File: src/bmc_pkg.sv
// Purpose: Shared constants for the bus and memory configuration register bank
// Assumes: Byte-wide index/data access clocked by the system clock
// Notes:   Field positions are given as least significant bit only; widths are set where each field is used
package bmc_pkg;

  // Register indexes
  localparam logic [7:0] IDX_REV   = 8'h00;
  localparam logic [7:0] IDX_MODE  = 8'h01;
  localparam logic [7:0] IDX_WAIT1 = 8'h02;
  localparam logic [7:0] IDX_WAIT2 = 8'h03;
  localparam logic [7:0] IDX_MEM1  = 8'h04;
  localparam logic [7:0] IDX_MEM2  = 8'h05;
  localparam logic [7:0] IDX_DBUF  = 8'h06;
  localparam logic [7:0] IDX_LCD   = 8'h07;
  localparam int         NUM_REGS  = 8;

  // Reset values of the stored bits
  localparam logic [7:0] RST_REV   = 8'h00;
  localparam logic [7:0] RST_MODE  = 8'h42;
  localparam logic [7:0] RST_WAIT1 = 8'hd4;
  localparam logic [7:0] RST_WAIT2 = 8'hee;
  localparam logic [7:0] RST_MEM1  = 8'h70;
  localparam logic [7:0] RST_MEM2  = 8'h20;
  localparam logic [7:0] RST_DBUF  = 8'h00;
  localparam logic [7:0] RST_LCD   = 8'h00;

  // Writable bits; the rest are reserved or read-only
  localparam logic [7:0] WM_REV    = 8'h00;
  localparam logic [7:0] WM_FULL   = 8'hff;
  localparam logic [7:0] WM_WAIT2  = 8'hef;
  localparam logic [7:0] WM_MEM2   = 8'hbb;
  localparam logic [7:0] WM_LCD    = 8'he0;

  // Bus cycle clock mode fields
  localparam int PCLK_LSB = 5;
  localparam int RANGE_B  = 4;
  localparam int LATCH_B  = 3;
  localparam int QUIET_B  = 2;
  localparam int BCLK_LSB = 0;
  // Wait-state fields
  localparam int ROMT_LSB = 6;
  localparam int RAMT_LSB = 4;
  localparam int IOT_LSB  = 2;
  localparam int EXPT_LSB = 0;
  localparam int PCA_LSB  = 5;
  localparam int PCB_LSB  = 1;
  localparam int IODLY_B  = 0;
  // Memory control fields
  localparam int PGMAP_B  = 7;
  localparam int BANK_LSB = 4;
  localparam int RTYP_LSB = 0;
  localparam int RAMW8_B  = 7;
  localparam int BOOTW_B  = 6;
  localparam int OPTW_B   = 5;
  localparam int SLOWR_B  = 4;
  localparam int SELFR_B  = 3;
  localparam int ROMEN_B  = 1;
  localparam int EARLY_B  = 0;
  // Display buffer and LCD fields
  localparam int ALTEN_B  = 7;
  localparam int OFS_LSB  = 0;
  localparam int LCDOFF_B = 7;
  localparam int VSPD_LSB = 5;

  // Divider ratios and codes
  localparam logic [3:0] PDIV_2 = 4'h2;
  localparam logic [3:0] PDIV_3 = 4'h3;
  localparam logic [3:0] PDIV_4 = 4'h4;
  localparam logic [3:0] PDIV_6 = 4'h6;
  localparam logic [3:0] PDIV_8 = 4'h8;
  localparam logic [2:0] BDIV_1 = 3'h1;
  localparam logic [2:0] BDIV_2 = 3'h2;
  localparam logic [2:0] BDIV_3 = 3'h3;
  localparam logic [2:0] BDIV_4 = 3'h4;
  localparam logic [3:0] RTYP_DRAM_LO = 4'h6;
  localparam logic [3:0] RTYP_LAST    = 4'ha;
  localparam logic [6:0] DBUF_TOP     = 7'h7f;
  localparam logic [2:0] VCLK_FAST    = 3'h3;
  localparam logic [2:0] VCLK_NORM    = 3'h4;
  localparam logic [2:0] VCLK_SLOW    = 3'h5;
  localparam logic [2:0] VCLK_WIDE    = 3'h1;

  // Complete state of the block
  typedef struct packed {
    logic [7:0]                index;
    logic [NUM_REGS-1:0][7:0]  cfg;
    logic                      strap_s1;
    logic                      strap_s2;
    logic [7:0]                rdata;
    logic                      rvalid;
    logic [3:0]                pdiv;
    logic [2:0]                bdiv;
    logic [3:0]                banks;
    logic [2:0]                vclk;
    logic [6:0]                lcd_base;
    logic                      cbr_en;
    logic                      slow_ref;
  } bmc_state_t;

endpackage

File: src/bmc_config_regs.sv
// Purpose: Indexed bus, clock, wait-state, memory and LCD configuration registers
// Assumes: Index and data strobes come from logic on ref_clk; the strap is a pin
// Notes:   Notes on behaviour and the hand-off decodes are listed below
`timescale 1ns/100ps

module bmc_config_regs
  import bmc_pkg::*;
#(
  parameter logic [7:0] REVISION = 8'h01  // Arbitrary value
) (
  // Clock, reset and enable
  input  wire logic       ref_clk,
  input  wire logic       reset_n,
  input  wire logic       clk_en,
  // Index and data access
  input  wire logic       index_wr,
  input  wire logic       data_wr,
  input  wire logic       data_rd,
  input  wire logic [7:0] wdata,
  output logic      [7:0] rdata,
  output logic            rdata_valid,
  // Board and power state
  input  wire logic       boot_rom_width_strap,
  input  wire logic       suspend_active,
  // Clock generator
  output logic      [3:0] proc_clock_divider,
  output logic      [2:0] bus_clock_divider,
  output logic            clock_range_select,
  // Bus cycle generator
  output logic            upper_address_latch,
  output logic            ext_bus_quiet,
  output logic      [1:0] rom_wait_count,
  output logic      [1:0] ram_wait_count,
  output logic      [1:0] io_wait_count,
  output logic      [1:0] expansion_wait_count,
  output logic      [2:0] card_slot_a_wait,
  output logic      [2:0] card_slot_b_wait,
  output logic            card_io_command_delay,
  // Memory controller
  output logic            page_mapping_enable,
  output logic      [3:0] ram_bank_count,
  output logic      [3:0] ram_device_type,
  output logic            ram_is_dram,
  output logic            ram_type_legal,
  output logic            ram_width_select,
  output logic            boot_rom_width,
  output logic            option_rom_width,
  output logic            suspend_slow_refresh,
  output logic            self_refreshing_dram,
  output logic            cbr_refresh_enable,
  output logic            rom_output_enable_fn,
  output logic            mapper_cycle_early_start,
  // LCD refresh
  output logic            alt_display_buffer_enable,
  output logic      [6:0] display_buffer_offset,
  output logic      [6:0] lcd_refresh_base,
  output logic            lcd_controller_disable,
  output logic      [1:0] video_refresh_speed,
  output logic      [2:0] video_clocks_per_cycle
);

  bmc_state_t s;
  bmc_state_t next_s;

  // Writable-bit mask per index; reserved and read-only bits stay put
  function automatic logic [7:0] wmask(input logic [7:0] idx);
    unique case (idx)
      IDX_REV:   wmask = WM_REV;
      IDX_WAIT2: wmask = WM_WAIT2;
      IDX_MEM2:  wmask = WM_MEM2;
      IDX_LCD:   wmask = WM_LCD;
      IDX_MODE, IDX_WAIT1, IDX_MEM1, IDX_DBUF: wmask = WM_FULL;
      default:   wmask = WM_REV;
    endcase
  endfunction

  // True for indexes inside this bank
  function automatic logic in_bank(input logic [7:0] idx);
    in_bank = (idx <= IDX_LCD);
  endfunction

  // Processor clock divisor; reserved codes fall back to the slowest ratio
  function automatic logic [3:0] pdiv_of(input logic [2:0] code);
    unique case (code)
      3'h0:    pdiv_of = PDIV_2;
      3'h1:    pdiv_of = PDIV_3;
      3'h2:    pdiv_of = PDIV_4;
      3'h3:    pdiv_of = PDIV_6;
      default: pdiv_of = PDIV_8;
    endcase
  endfunction

  // Bus clock divisor relative to the processor clock
  function automatic logic [2:0] bdiv_of(input logic [1:0] code);
    unique case (code)
      2'h0: bdiv_of = BDIV_4;
      2'h1: bdiv_of = BDIV_3;
      2'h2: bdiv_of = BDIV_2;
      2'h3: bdiv_of = BDIV_1;
    endcase
  endfunction

  // Clocks per video refresh cycle; wide RAM needs one more
  function automatic logic [2:0] vclk_of(input logic [1:0] spd, input logic narrow);
    logic [2:0] base;
    unique case (spd)
      2'h1:    base = VCLK_SLOW;
      2'h2:    base = VCLK_FAST;
      default: base = VCLK_NORM;  // Reserved code runs at normal speed
    endcase
    vclk_of = narrow ? base : base + VCLK_WIDE;
  endfunction

  localparam bmc_state_t S_RST = '{
    index:    8'h00,
    cfg:      {RST_LCD, RST_DBUF, RST_MEM2, RST_MEM1,
               RST_WAIT2, RST_WAIT1, RST_MODE, RST_REV},
    strap_s1: 1'b0,
    strap_s2: 1'b0,
    rdata:    8'h00,
    rvalid:   1'b0,
    pdiv:     PDIV_4,
    bdiv:     BDIV_2,
    banks:    4'h8,
    vclk:     VCLK_NORM + VCLK_WIDE,
    lcd_base: DBUF_TOP,
    cbr_en:   1'b1,
    slow_ref: 1'b0
  };

  // Next state: index and data port, strap sync, registered decodes
  always_comb begin
    logic [7:0] m;
    logic [7:0] cur;
    logic [7:0] rd;
    m      = 8'h00;
    cur    = 8'h00;
    rd     = 8'h00;
    next_s = s;
    if (clk_en) begin
      // Strap crosses in from a pin through two flops
      next_s.strap_s1 = boot_rom_width_strap;
      next_s.strap_s2 = s.strap_s1;
      // A data access in the same cycle as an index write uses the old index
      if (index_wr) begin
        next_s.index = wdata;
      end
      if (data_wr && in_bank(s.index)) begin
        m   = wmask(s.index);
        cur = s.cfg[s.index[2:0]];
        next_s.cfg[s.index[2:0]] = (cur & ~m) | (wdata & m);
      end
      // Read data is captured so the answer comes from a flop
      if (data_rd) begin
        if (s.index == IDX_REV) begin
          rd = REVISION;
        end else if (in_bank(s.index)) begin
          rd = s.cfg[s.index[2:0]] & wmask(s.index);
          if (s.index == IDX_MEM2) begin
            rd[BOOTW_B] = s.strap_s2;
          end
        end
        next_s.rdata = rd;
      end
      next_s.rvalid = data_rd;
      // Decodes follow the new register values on the same edge
      next_s.pdiv  = pdiv_of(next_s.cfg[IDX_MODE][PCLK_LSB +: 3]);
      next_s.bdiv  = bdiv_of(next_s.cfg[IDX_MODE][BCLK_LSB +: 2]);
      next_s.banks = {1'b0, next_s.cfg[IDX_MEM1][BANK_LSB +: 3]} + 4'h1;
      next_s.vclk  = vclk_of(next_s.cfg[IDX_LCD][VSPD_LSB +: 2],
                             next_s.cfg[IDX_MEM2][RAMW8_B]);
      next_s.lcd_base = next_s.cfg[IDX_DBUF][ALTEN_B] ?
                        next_s.cfg[IDX_DBUF][OFS_LSB +: 7] : DBUF_TOP;
      // Refresh controls only bite while suspended
      next_s.cbr_en   = !(suspend_active && next_s.cfg[IDX_MEM2][SELFR_B]);
      next_s.slow_ref = suspend_active && next_s.cfg[IDX_MEM2][SLOWR_B];
    end
  end

  // State register; clk_en low freezes everything
  always_ff @(posedge ref_clk or negedge reset_n) begin
    if (!reset_n) begin
      s <= S_RST;
    end else begin
      s <= next_s;
    end
  end

  // Access port answers
  assign rdata       = s.rdata;
  assign rdata_valid = s.rvalid;

  // Clock generator settings
  assign proc_clock_divider = s.pdiv;
  assign bus_clock_divider  = s.bdiv;
  assign clock_range_select = s.cfg[IDX_MODE][RANGE_B];

  // Bus cycle settings; the latch bit tells the address drivers when the
  // upper lines may float, which saves power when they are not wired
  assign upper_address_latch   = s.cfg[IDX_MODE][LATCH_B];
  assign ext_bus_quiet         = s.cfg[IDX_MODE][QUIET_B];
  assign rom_wait_count        = s.cfg[IDX_WAIT1][ROMT_LSB +: 2];
  assign ram_wait_count        = s.cfg[IDX_WAIT1][RAMT_LSB +: 2];
  assign io_wait_count         = s.cfg[IDX_WAIT1][IOT_LSB +: 2];
  assign expansion_wait_count  = s.cfg[IDX_WAIT1][EXPT_LSB +: 2];
  assign card_slot_a_wait      = s.cfg[IDX_WAIT2][PCA_LSB +: 3];
  assign card_slot_b_wait      = s.cfg[IDX_WAIT2][PCB_LSB +: 3];
  assign card_io_command_delay = s.cfg[IDX_WAIT2][IODLY_B];

  // Memory controller settings
  assign page_mapping_enable = s.cfg[IDX_MEM1][PGMAP_B];
  assign ram_bank_count      = s.banks;
  assign ram_device_type     = s.cfg[IDX_MEM1][RTYP_LSB +: 4];
  assign ram_type_legal      = ram_device_type <= RTYP_LAST;
  assign ram_is_dram         = ram_type_legal && ram_device_type >= RTYP_DRAM_LO;
  assign ram_width_select    = s.cfg[IDX_MEM2][RAMW8_B];
  assign option_rom_width    = s.cfg[IDX_MEM2][OPTW_B];
  assign boot_rom_width      = s.strap_s2;
  assign suspend_slow_refresh = s.cfg[IDX_MEM2][SLOWR_B];
  assign self_refreshing_dram = s.cfg[IDX_MEM2][SELFR_B];
  assign cbr_refresh_enable   = s.cbr_en;
  // Stored bit is active low; the output is high when the function is on
  assign rom_output_enable_fn     = ~s.cfg[IDX_MEM2][ROMEN_B];
  assign mapper_cycle_early_start = s.cfg[IDX_MEM2][EARLY_B];

  // LCD refresh settings
  assign alt_display_buffer_enable = s.cfg[IDX_DBUF][ALTEN_B];
  assign display_buffer_offset     = s.cfg[IDX_DBUF][OFS_LSB +: 7];
  assign lcd_refresh_base          = s.lcd_base;
  assign lcd_controller_disable    = s.cfg[IDX_LCD][LCDOFF_B];
  assign video_refresh_speed       = s.cfg[IDX_LCD][VSPD_LSB +: 2];
  assign video_clocks_per_cycle    = s.vclk;
endmodule // bmc_config_regs

File: config.mk
export PLATFORM = sky130hd
export DESIGN_NAME = bmc_config_regs
export DESIGN_NICKNAME = d
export VERILOG_FILES = /design/src/bmc_pkg.sv /design/src/bmc_config_regs.sv
export SDC_FILE = /design/constraint.sdc
export NUM_CORES = 1
export LEC_CHECK = 0
export BUFFER_PORTS_ARGS = -buffer_cell sky130_fd_sc_hd__buf_2
export CORE_MARGIN = 1
export CORE_UTILIZATION = 35
export CTS_CLUSTER_DIAMETER = 80
export DETAILED_ROUTE_END_ITERATION = 10
export PLACE_DENSITY = 0.56
export SYNTH_ARGS = -nofsm -noshare
export SYNTH_HDL_FRONTEND = slang
export SYNTH_SLANG_ARGS = --single-unit
File: constraint.sdc
create_clock -name ref_clk -period 5.95 [get_ports ref_clk]
set_input_delay 0 -clock ref_clk [delete_from_list [all_inputs] [get_ports ref_clk]]
set_output_delay 0 -clock ref_clk [all_outputs]
set_load 0.01 [all_outputs]
==> results of run 1 <==
Yosys cell counts, types with 4 or more instances:
master | instances | area, um2
nor2_1 | 24 | 90.09
nand2b_1 | 6 | 37.54
nand2_1 | 46 | 172.7
mux4_2 | 12 | 270.3
clkbuf_1 | 10 | 37.54
buf_2 | 11 | 55.05
nor3_1 | 5 | 25.02
mux2_2 | 69 | 777.0
o21ai_0 | 19 | 95.09
inv_1 | 12 | 45.04
dfstp_2 | 29 | 762.0
ha_1 | 12 | 150.1
a21oi_1 | 14 | 70.07
mux2i_1 | 15 | 150.1
nor2b_1 | 5 | 31.28
buf_4 | 56 | 420.4
o211ai_1 | 4 | 30.03
nand3_1 | 7 | 35.03
nand4_1 | 6 | 37.54
dfrtp_1 | 76 | 1902
cells by family (layout without fill, tap and decap cells):
| kind of cell | Yosys count | count (layout) |
|---|---|---|
| buffers and inverters | 95 | 137 |
| XOR/XNOR | 2 | 2 |
| AND/OR/NAND/NOR | 128 | 128 |
| multiplexers | 97 | 97 |
| AO/OA/AOI/OAI | 67 | 67 |
| adder cells (fa/ha/maj) | 12 | 12 |
| flip-flops | 105 | 105 |
per-stage QoR:
step | setup WS [ps] | hold slack [ps] | power (mW)
2_1_floorplan | 2777 | -295.6 | 1.075
3_3_place_gp | 2790 | 64.49 | 1.158
3_5_place_dp | 2692 | 70.46 | 1.164
4_1_cts | 2673 | 177.2 | 1.790
5_1_grt | 2480 | 225.6 | 1.853
6_report | 2679 | 190.8 | 1.769
registers in the layout, summed over array words and instances (netlist names), 4 cells and up:
name / count
ram_bank_count: 4
display_buffer_offset: 7
ram_device_type: 4
rdata: 8
lcd_refresh_base: 7
proc_clock_divider: 4
s: 34
critical path, delay by kind of cell, from the launching register on:
kind / cells / cell delay (ps)
buffers and inverters: 2 / 360
AND/OR/NAND/NOR: 5 / 1480
multiplexers: 2 / 460
XOR/XNOR: 1 / 140
adder cells (fa/ha/maj): 2 / 390
flip-flops: 1 / 390
how the worst max path moves through the flow:
stage	to	start	cells past startpoint
6_report	video_clocks_per_cycle[2]	s[99]	12
5_1_grt	video_clocks_per_cycle[2]	s[99]	12
4_1_cts	video_clocks_per_cycle[2]	s[99]	12
3_5_place_dp	video_clocks_per_cycle[2]	s[99]	12
3_3_place_gp	video_clocks_per_cycle[2]	s[99]	12
2_1_floorplan	video_clocks_per_cycle[2]	s[99]	15
repair_timing:
item | CTS | global route
hold buffers | 11 | 0
endpoints found under the hold margin | 46 | 0
endpoints found under the setup margin | 0 | 0
final cells by class:
type	instances	area share
inverter	14	0.008119
sequential	105	0.4116
tap	216	0.04176
clock buffer	10	0.03692
timing repair buffer	107	0.09434
clock inverter	6	0.01025
multi-input combinational	306	0.3971
routing by layer:
metal	GRT usage	vias up
met5	0	-
met4	0.06897	0
met3	0.03896	21
met2	0.2882	123
met1	0.2627	1998
li1	-	1823
placed cells by master, fill, tap and decap left out, types with 5 or more instances in the layout:
cell type      netlist  routed
a21oi_1             14      14
buf_2               11      88
buf_4               56       8
clkbuf_16            0       9
dfrtp_1             76      76
dfstp_2             29      29
dlygate4sd3_1        0      11
ha_1                12      12
inv_1               12      12
mux2_2              69      69
mux2i_1             15      15
mux4_2              12      12
nand2_1             46      46
nand2b_1             6       6
nand3_1              7       7
nand4_1              6       6
nor2_1              24      24
nor2b_1              5       5
nor3_1               5       5
o21ai_0             19      19
where the power goes:
group | switching, mW | internal (mW) | leakage [nW]
logic | 0.196 | 0.133 | 1.50
clock network | 0.277 | 0.338 | 0.141
registers | 0.0457 | 0.779 | 1.31
==> reports/metrics.cfg, run 1 <==
[status]
status = complete, no violations

[placed_design]
dp_cells = 737
place_congestion = 0.9217
post-dp-hpwl_mm = 11.05
io_buffers = 89
placed_area_um2 = 6057

[worst_setup_path]
start_kind = flip-flop
r2r-start = s[99]
path_class = flip-flop to flip-flop
arrival_ps = 3560
crit_path_end_kind = flip-flop
timing.rr.end = video_clocks_per_cycle[2]
r2r_slack_ps = 2680
cpMostUsedCell = ha_1
max_stage_delay_ps = 530
critical-path-slowest-cell = nor2b_1
required_ps = 6240
crit_chain = inv_2 > ha_1 > nor2b_1 > or3_1 > nor3b_4 > nor2_2 > mux2i_1 > inv_1 > ha_1 > nand2_1 > xor2_1 > mux2_2
worst-path-max-fanout = 12
reg2regPathDepth = 12

[clock_network]
post_cts_buffers = 0
clk_path_buf_depth = 2
cts_tree = done
clock_sinks = 105
htree_levels = 3
clockRootBuffer = clkbuf_16
clk_latency_ps = 360
cts_buffers = 9
postCtsResizedCells = 0
clk_pin_slew_worst_paths_ps = 70

[synthesis]
synth_ff_type = dfrtp_1
synth_fa_ha_area_frac = 0.02576
synthArstFlopShare = 1.000
ys_warn_count = 0
synthesis.nets = 534
ys_ff_latch = 105
synth_compound_area_frac = 0.07770
syn-cell-area_um2 = 5829
synth-simple-area-share = 0.1264
synth_top_family_by_area = multiplexers
ys_types = 64
yosys-mux-area-fraction = 0.2080
synth_area_per_cell_um2 = 11.52
synth_edf_count = 0
synth_xor_area_frac = 0.003005
netlist_instances = 506
seq_area_frac_synth = 0.4570

[pwr]
leakage_nw = 2.951
irDropWorstVdd_mv = 0.1515
powerDensity_nw_per_um2 = 273.3

[min_path]
hold_end = rdata_valid
hold_start = data_rd
worstHoldPathType = primary input to flip-flop
holdPathStages = 3

[global_route]
grt_pass1_vias = 3953
grt_max_degree = 61
antenna_found_initial = 0
track_usage = 0.1881
overflow = 0
grt_pass1_wl_mm = 23.49

[cells_and_area]
nFillCells = 1564
syn2layout_area_growth_pct = 11.03
nNetsFinal = 571
n_antenna_cell = 0
post-route-util = 0.4031
multiInputGateArea_um2 = 2570
ff_latch_area_um2 = 2664
drive_gt1_frac = 0.4398
stdcell_area_um2 = 6472
finalNonFillerCells = 764

[sta]
finClkSkew_ps = 7.195
finalCriticalPeriod_ps = 3271
hold_viol = 0
report.final.slew_viol_count = 0
worst_slew_pin_slew_ps = 866.9
relSlewSlack = 0.4196
fin_setup_tns_ps = 0
setup_viol = 0
clock.fmax_mhz = 305.7
period_share = 0.5497
rsz0062_at_grt = false

[route]
met1Wirelength_mm = 7.173
wl_mm = 15.25
drc = 0
wl_met2_mm = 6.993
dr.max_layer_used = met4
met3_length_um = 772
drtAntennaViolNets = 0
dr_total_vias = 3965
drtIter0Drc = 215
vias_per_cell = 5.190
first_pass_iters = 4
wl_per_cell_um = 19.96

[floorplanning]
fp.dieW_um = 131.1
fp-row-count = 46
initial_core_util = 0.3630
die_h_um = 131.1
die-area_um2 = 17180
core_um2 = 16060
pin_count = 90

[job]
maxCapViolCount = 0

Note: power is estimated with default switching activity, not from simulation.
==> inputs of run 2 (changes only) <==
--- a/config.mk
+++ b/config.mk
@@ -10,7 +10,7 @@
 export CORE_UTILIZATION = 35
 export CTS_CLUSTER_DIAMETER = 80
 export DETAILED_ROUTE_END_ITERATION = 10
-export PLACE_DENSITY = 0.56
+export PLACE_DENSITY = 0.58
 export SYNTH_ARGS = -nofsm -noshare
 export SYNTH_HDL_FRONTEND = slang
 export SYNTH_SLANG_ARGS = --single-unit
==> constraint.sdc (replaced) <==
create_clock -name ref_clk -period 3 [get_ports ref_clk]
set_input_delay 0 -clock ref_clk [delete_from_list [all_inputs] [get_ports ref_clk]]
set_output_delay 0 -clock ref_clk [all_outputs]
set_load 0.01 [all_outputs]
==> reports/metrics.cfg, run 2 (same netlist as run 1, synthesis figures left out) <==
[status]
status = complete, no violations

[sta]
relSlewSlack = 0.3779  ; -0.04161
finalCriticalPeriod_ps = 2741  ; -529.6 ps
report.final.slew_viol_count = 0  ; unchanged
clock.fmax_mhz = 364.8  ; +19%
rsz0062_at_grt = false
setup_viol = 0  ; unchanged
hold_viol = 0  ; unchanged
fin_setup_tns_ps = 0  ; unchanged
finClkSkew_ps = 11.01  ; +3.811 ps
worst_slew_pin_slew_ps = 933.1  ; +66.23 ps
hold_ws_ps = 158.1  ; -32.71 ps
period_share = 0.9137  ; +0.3640

[clock_network]
clk_path_buf_depth = 2  ; unchanged
clock_sinks = 105  ; unchanged
clk_latency_ps = 360  ; about the same
clk_pin_slew_worst_paths_ps = 70  ; about the same
htree_levels = 3  ; unchanged
cts_tree = done
clockRootBuffer = clkbuf_16
cts_buffers = 9  ; unchanged

[worst_setup_path]
worst-path-max-fanout = 14  ; +2
r2r_slack_ps = 260  ; -2420 ps
crit_path_end_kind = flip-flop
crit_chain = or4_4 > or3_1 > nor3b_4 > nor2_2 > mux2i_1 > inv_1 > ha_1 > xor2_1 > mux2_2
timing.rr.end = video_clocks_per_cycle[2]
arrival_ps = 3030  ; -530 ps
path_class = flip-flop to flip-flop
start_kind = flip-flop
max_stage_delay_ps = 680  ; +150 ps
required_ps = 3290  ; -2950 ps
cp_num_buf_inv = 1  ; -1
reg2regPathDepth = 9  ; -3
r2r-start = s[101]
crit_family = simple AND/OR/NAND/NOR gates
critical-path-slowest-cell = or4_4

[global_route]
met3_usage = 0.03774  ; -0.001218
met1_usage = 0.2618  ; -0.0009418
grt_use_met2 = 0.3153  ; +0.02708
grt_max_degree = 72  ; +18%
grt_pass1_vias = 4205  ; +6.4%
grt_pass1_wl_mm = 24.47  ; +4.1%
overflow = 0  ; unchanged
track_usage = 0.1950  ; +0.006885
top_usage_layer = met2
antenna_found_initial = 0  ; unchanged

[route]
drtAntennaViolNets = 0  ; unchanged
wl_mm = 15.63  ; +2.5%
drtIter0Drc = 200  ; -7.0%
wl_per_cell_um = 20.06  ; +0.50%
dr_total_vias = 3978  ; +0.33%
vias_per_cell = 5.107  ; -1.6%
first_pass_iters = 4  ; unchanged
drc = 0  ; unchanged

[floorplanning]
initial_core_util = 0.3630  ; unchanged
core_um2 = 16060  ; unchanged
fp-row-count = 46  ; unchanged
fp.dieW_um = 131.1  ; unchanged
pin_count = 90  ; unchanged
die-area_um2 = 17180  ; unchanged
die_h_um = 131.1  ; unchanged

[cells_and_area]
largest_register_ffs = 34  ; unchanged
nNetsFinal = 586  ; +2.6%
ff_latch_area_um2 = 2664  ; unchanged
n_antenna_cell = 0  ; unchanged
nFillCells = 1551  ; -0.83%
final_common_cell = buf_2
syn2layout_area_growth_pct = 13.97
regMostFlops = s
multiInputGateArea_um2 = 2572  ; about the same
final_cell_mix = 88 x buf_2, 76 x dfrtp_1, 69 x mux2_2
drive_gt1_frac = 0.4565  ; +0.01670

[placed_design]
io_buffers = 89  ; unchanged
post-dp-hpwl_mm = 11.29  ; +2.1%
place_congestion = 0.8381  ; -9.1%

[job]
maxCapViolCount = 0  ; unchanged

[pwr]
powerDensity_nw_per_um2 = 549.6  ; +100%
p_comb_frac = 0.189  ; +0.003
p_sw_mw = 1.052  ; +100%
power_frac_clock = 0.364  ; +0.016
leakage_nw = 3.061  ; +3.7%
irDropWorstVdd_mv = 0.2951  ; +95%
pwr-share-seq = 0.447  ; -0.019
intPower_mw = 2.600  ; +110%
switching_share = 0.2880  ; -0.005347

[min_path]
hold_start = data_rd
worstHoldPathType = primary input to flip-flop
holdPathStages = 3  ; unchanged
hold_end = rdata_valid

-- run 2: how the worst max path moves through the flow --
stage / startpoint / end / slack [ps] / cells after the start
2_1_floorplan: s[99] / video_clocks_per_cycle[2] / 30 / 15
3_3_place_gp: s[101] / video_clocks_per_cycle[2] / 300 / 9
3_5_place_dp: s[101] / video_clocks_per_cycle[2] / 250 / 9
4_1_cts: s[101] / video_clocks_per_cycle[2] / 240 / 9
5_1_grt: s[99] / ram_bank_count[2] / 50 / 11
6_report: s[101] / video_clocks_per_cycle[2] / 260 / 9
-- run 2: power by group through the flow --
stage / logic, mW / registers (mW) / clock network (mW)
5_1_grt: 0.756 / 1.65 / 1.41
3_3_place_gp: 0.670 / 1.66 / 0
3_5_place_dp: 0.680 / 1.66 / 0
4_1_cts: 0.696 / 1.64 / 1.35
2_1_floorplan: 0.510 / 1.63 / 0
6_report: 0.689 / 1.63 / 1.33
-- run 2: stage by stage --
step	area (um2)	util	power, mW	setup WS (ps)	instances
6_report	6644	0.4137	3.652	258.8	779
3_5_place_dp	6197	0.3859	2.341	247.5	752
3_3_place_gp	6197	0.3859	2.328	296.3	752
5_1_grt	6644	0.4137	3.815	52.50	779
4_1_cts	6644	0.4137	3.685	240.9	779
2_1_floorplan	5843	-	2.138	26.37	506
-- run 2: final cells by class --
cell class                 instances  share of cell area
clock inverter                     6             0.01469
inverter                          14            0.007910
tap                              216             0.04068
sequential                       105              0.4009
multi-input combinational        306              0.3872
clock buffer                      10             0.03597
timing repair buffer             122              0.1126
-- run 2: timing repair --
| action | in CTS | in global routing |
|---|---|---|
| hold endpoints to repair | 60 | 0 |
| setup buffers | 0 | 0 |
| gates resized for setup | 0 | 0 |
| hold buffers | 11 | 0 |
-- run 2: worst reg2reg max path: stages, from the launching register on --
cell and delay, ps:
dfrtp_1 370, or4_4 680, or3_1 420, nor3b_4 220, nor2_2 60, mux2i_1 210, inv_1 90, ha_1 210
xor2_1 150, mux2_2 250
-- run 2: per-layer routing --
metal | wire (um) | up-vias | part of all wire
met5 | 0 | - | 0
met4 | 264 | 0 | 0.017
li1 | - | 1845 | -
met3 | 915 | 18 | 0.059
met1 | 7060 | 2006 | 0.45
met2 | 7390 | 109 | 0.47
==> inputs of run 3 (changes only) <==
--- a/config.mk
+++ b/config.mk
@@ -11,6 +11,7 @@
 export CTS_CLUSTER_DIAMETER = 80
 export DETAILED_ROUTE_END_ITERATION = 10
 export PLACE_DENSITY = 0.58
+export SETUP_SLACK_MARGIN = 0.3
 export SYNTH_ARGS = -nofsm -noshare
 export SYNTH_HDL_FRONTEND = slang
 export SYNTH_SLANG_ARGS = --single-unit
==> reports/metrics.cfg, run 3 (same netlist as run 1, synthesis figures left out) <==
[sta]
finClkSkew_ps = 5.245  ; -5.762 ps
clock.fmax_mhz = 370.4  ; +1.5%
setup_viol = 0  ; unchanged
hold_viol = 0  ; unchanged
finalCriticalPeriod_ps = 2700  ; -41.37 ps
fin_setup_tns_ps = 0  ; unchanged
worst_slew_pin_slew_ps = 1104  ; +171.3 ps
rsz0062_at_grt = true
relSlewSlack = 0.2570  ; -0.1210
report.final.slew_viol_count = 0  ; unchanged
period_share = 0.8999  ; -0.01379

[route]
drtAntennaViolNets = 0  ; unchanged
first_pass_iters = 5  ; +1
drtIter0Drc = 237  ; +19%
drc = 0  ; unchanged
dr_total_vias = 4173  ; +4.9%
vias_per_cell = 5.236  ; +2.5%
wl_per_cell_um = 20.21  ; +0.74%
wl_mm = 16.11  ; +3.1%

[floorplanning]
fp.dieW_um = 131.1  ; unchanged
die-area_um2 = 17180  ; unchanged
initial_core_util = 0.3630  ; unchanged
core_um2 = 16060  ; unchanged
fp-row-count = 46  ; unchanged
die_h_um = 131.1  ; unchanged
pin_count = 90  ; unchanged

[cells_and_area]
nNetsFinal = 604  ; +3.1%
regMostFlops = s
largest_register_ffs = 34  ; unchanged
stdcell_area_um2 = 6853  ; +3.1%
drive_gt1_frac = 0.4957  ; +0.03921
final_common_cell = buf_2
syn2layout_area_growth_pct = 17.56
n_antenna_cell = 0  ; unchanged
finalNonFillerCells = 797  ; +2.3%
final_cell_mix = 88 x buf_2, 74 x dfrtp_1, 65 x mux2_2

[global_route]
antenna_found_initial = 0  ; unchanged
overflow = 0  ; unchanged
grt_pass1_vias = 4226  ; +0.50%
grt_max_degree = 63  ; -13%
track_usage = 0.1976  ; +0.002608
grt_pass1_wl_mm = 24.64  ; +0.70%

[placed_design]
placed_area_um2 = 6216  ; +0.30%
post-dp-hpwl_mm = 11.63  ; +3.0%
place_congestion = 0.8481  ; +1.2%
dp_cells = 754  ; +0.27%
io_buffers = 89  ; unchanged

[worst_setup_path]
start_kind = flip-flop
crit_path_start = s[102]
r2r_slack_ps = 300  ; +40 ps
crit_path_end_kind = flip-flop
max_stage_delay_ps = 620  ; -60 ps
timing.rr.end = s[37]
crit_chain = or4_4 > nor4b_4 > buf_4 > buf_4 > buf_4 > mux2_2 > mux2_2
reg2regPathDepth = 7  ; -2
path_class = flip-flop to flip-flop
cpMostUsedCell = buf_4
worst-path-max-fanout = 10  ; -4
arrival_ps = 2940  ; -90 ps
required_ps = 3240  ; -50 ps
critical-path-slowest-cell = or4_4
r2r-start = s[102]
crit_end = s[37]

[pwr]
irDropWorstVdd_mv = 0.2791  ; -5.4%
p_comb_frac = 0.197  ; +0.008
p_sw_mw = 1.047  ; -0.45%
power_frac_clock = 0.355  ; -0.009
pwr-share-seq = 0.449  ; +0.002
leakage_nw = 3.157  ; +3.2%
powerDensity_nw_per_um2 = 533.9  ; -2.9%
switching_share = 0.2862  ; -0.001826
intPower_mw = 2.611  ; +0.44%

[clock_network]
cts_buffers = 9  ; unchanged
cts_tree = done
htree_levels = 3  ; unchanged
clock_sinks = 105  ; unchanged
clk_latency_ps = 360  ; about the same
clockRootBuffer = clkbuf_16
clk_pin_slew_worst_paths_ps = 70  ; about the same
clk_path_buf_depth = 2  ; unchanged

[min_path]
worstHoldPathType = primary input to flip-flop

[job]
maxCapViolCount = 0  ; unchanged

[status]
status = complete, no violations

## run 3: worst min path at each step
stage,startpoint,endpoint,slack (ps),cells after the start
global placement,reset_n,display_buffer_offset[4],130,1
finish,clk_en,s[70],140,3
floorplan,reset_n,alt_display_buffer_enable,-300,0
detailed placement,reset_n,display_buffer_offset[4],140,1
global route,clk_en,s[70],160,3
CTS,clk_en,s[70],120,3
## run 3: final cells by class
cell class	instances	area, um2
clock buffer	10	239.0
clock inverter	6	90.09
fill	1574	9205
inverter	14	60.06
multi-input combinational	306	2665
sequential	105	2666
tap	216	270.3
timing repair buffer	140	862.1
## run 3: worst max-delay path: cells and delay by family (launching register included)
kind                   cells  cell delay, ps
AND/OR/NAND/NOR            2            1040
multiplexers               2             740
flip-flops                 1             390
buffers and inverters      3             420
## run 3: metrics by stage
stage / setup WS [ps] / power, mW / util / hold slack (ps)
after floorplan: 202.8 / 2.154 / - / -295.6
after global placement: 208.1 / 2.327 / 0.3871 / 133.7
after detailed placement: 196.1 / 2.340 / 0.3871 / 139.4
after CTS: 316.1 / 3.667 / 0.4190 / 119.3
after global routing: 212.2 / 3.822 / 0.4268 / 163.5
final: 300.2 / 3.658 / 0.4268 / 138.5
## run 3: power groups by stage
stage	Combinational, mW	Clock (mW)	Sequential (mW)
after global routing	0.784	1.38	1.66
after CTS	0.699	1.33	1.64
after floorplan	0.525	0	1.63
after global placement	0.665	0	1.66
final	0.720	1.30	1.64
after detailed placement	0.674	0	1.67
## run 3: layer usage
| layer | GRT usage | up-vias | routed length (um) |
|---|---|---|---|
| li1 | - | 1894 | - |
| met1 | 0.2718 | 2147 | 7624 |
| met2 | 0.3165 | 114 | 7502 |
| met3 | 0.03084 | 18 | 655 |
| met4 | 0.06964 | 0 | 326 |
| met5 | 0 | - | 0 |
## run 3: what timing repair did
action,CTS,global route
buffers inserted,5,11
gates resized for setup,8,10
hold buffers,11,0
pin swaps,4,9
hold endpoints to repair,53,0
endpoints found under the setup margin,6,11
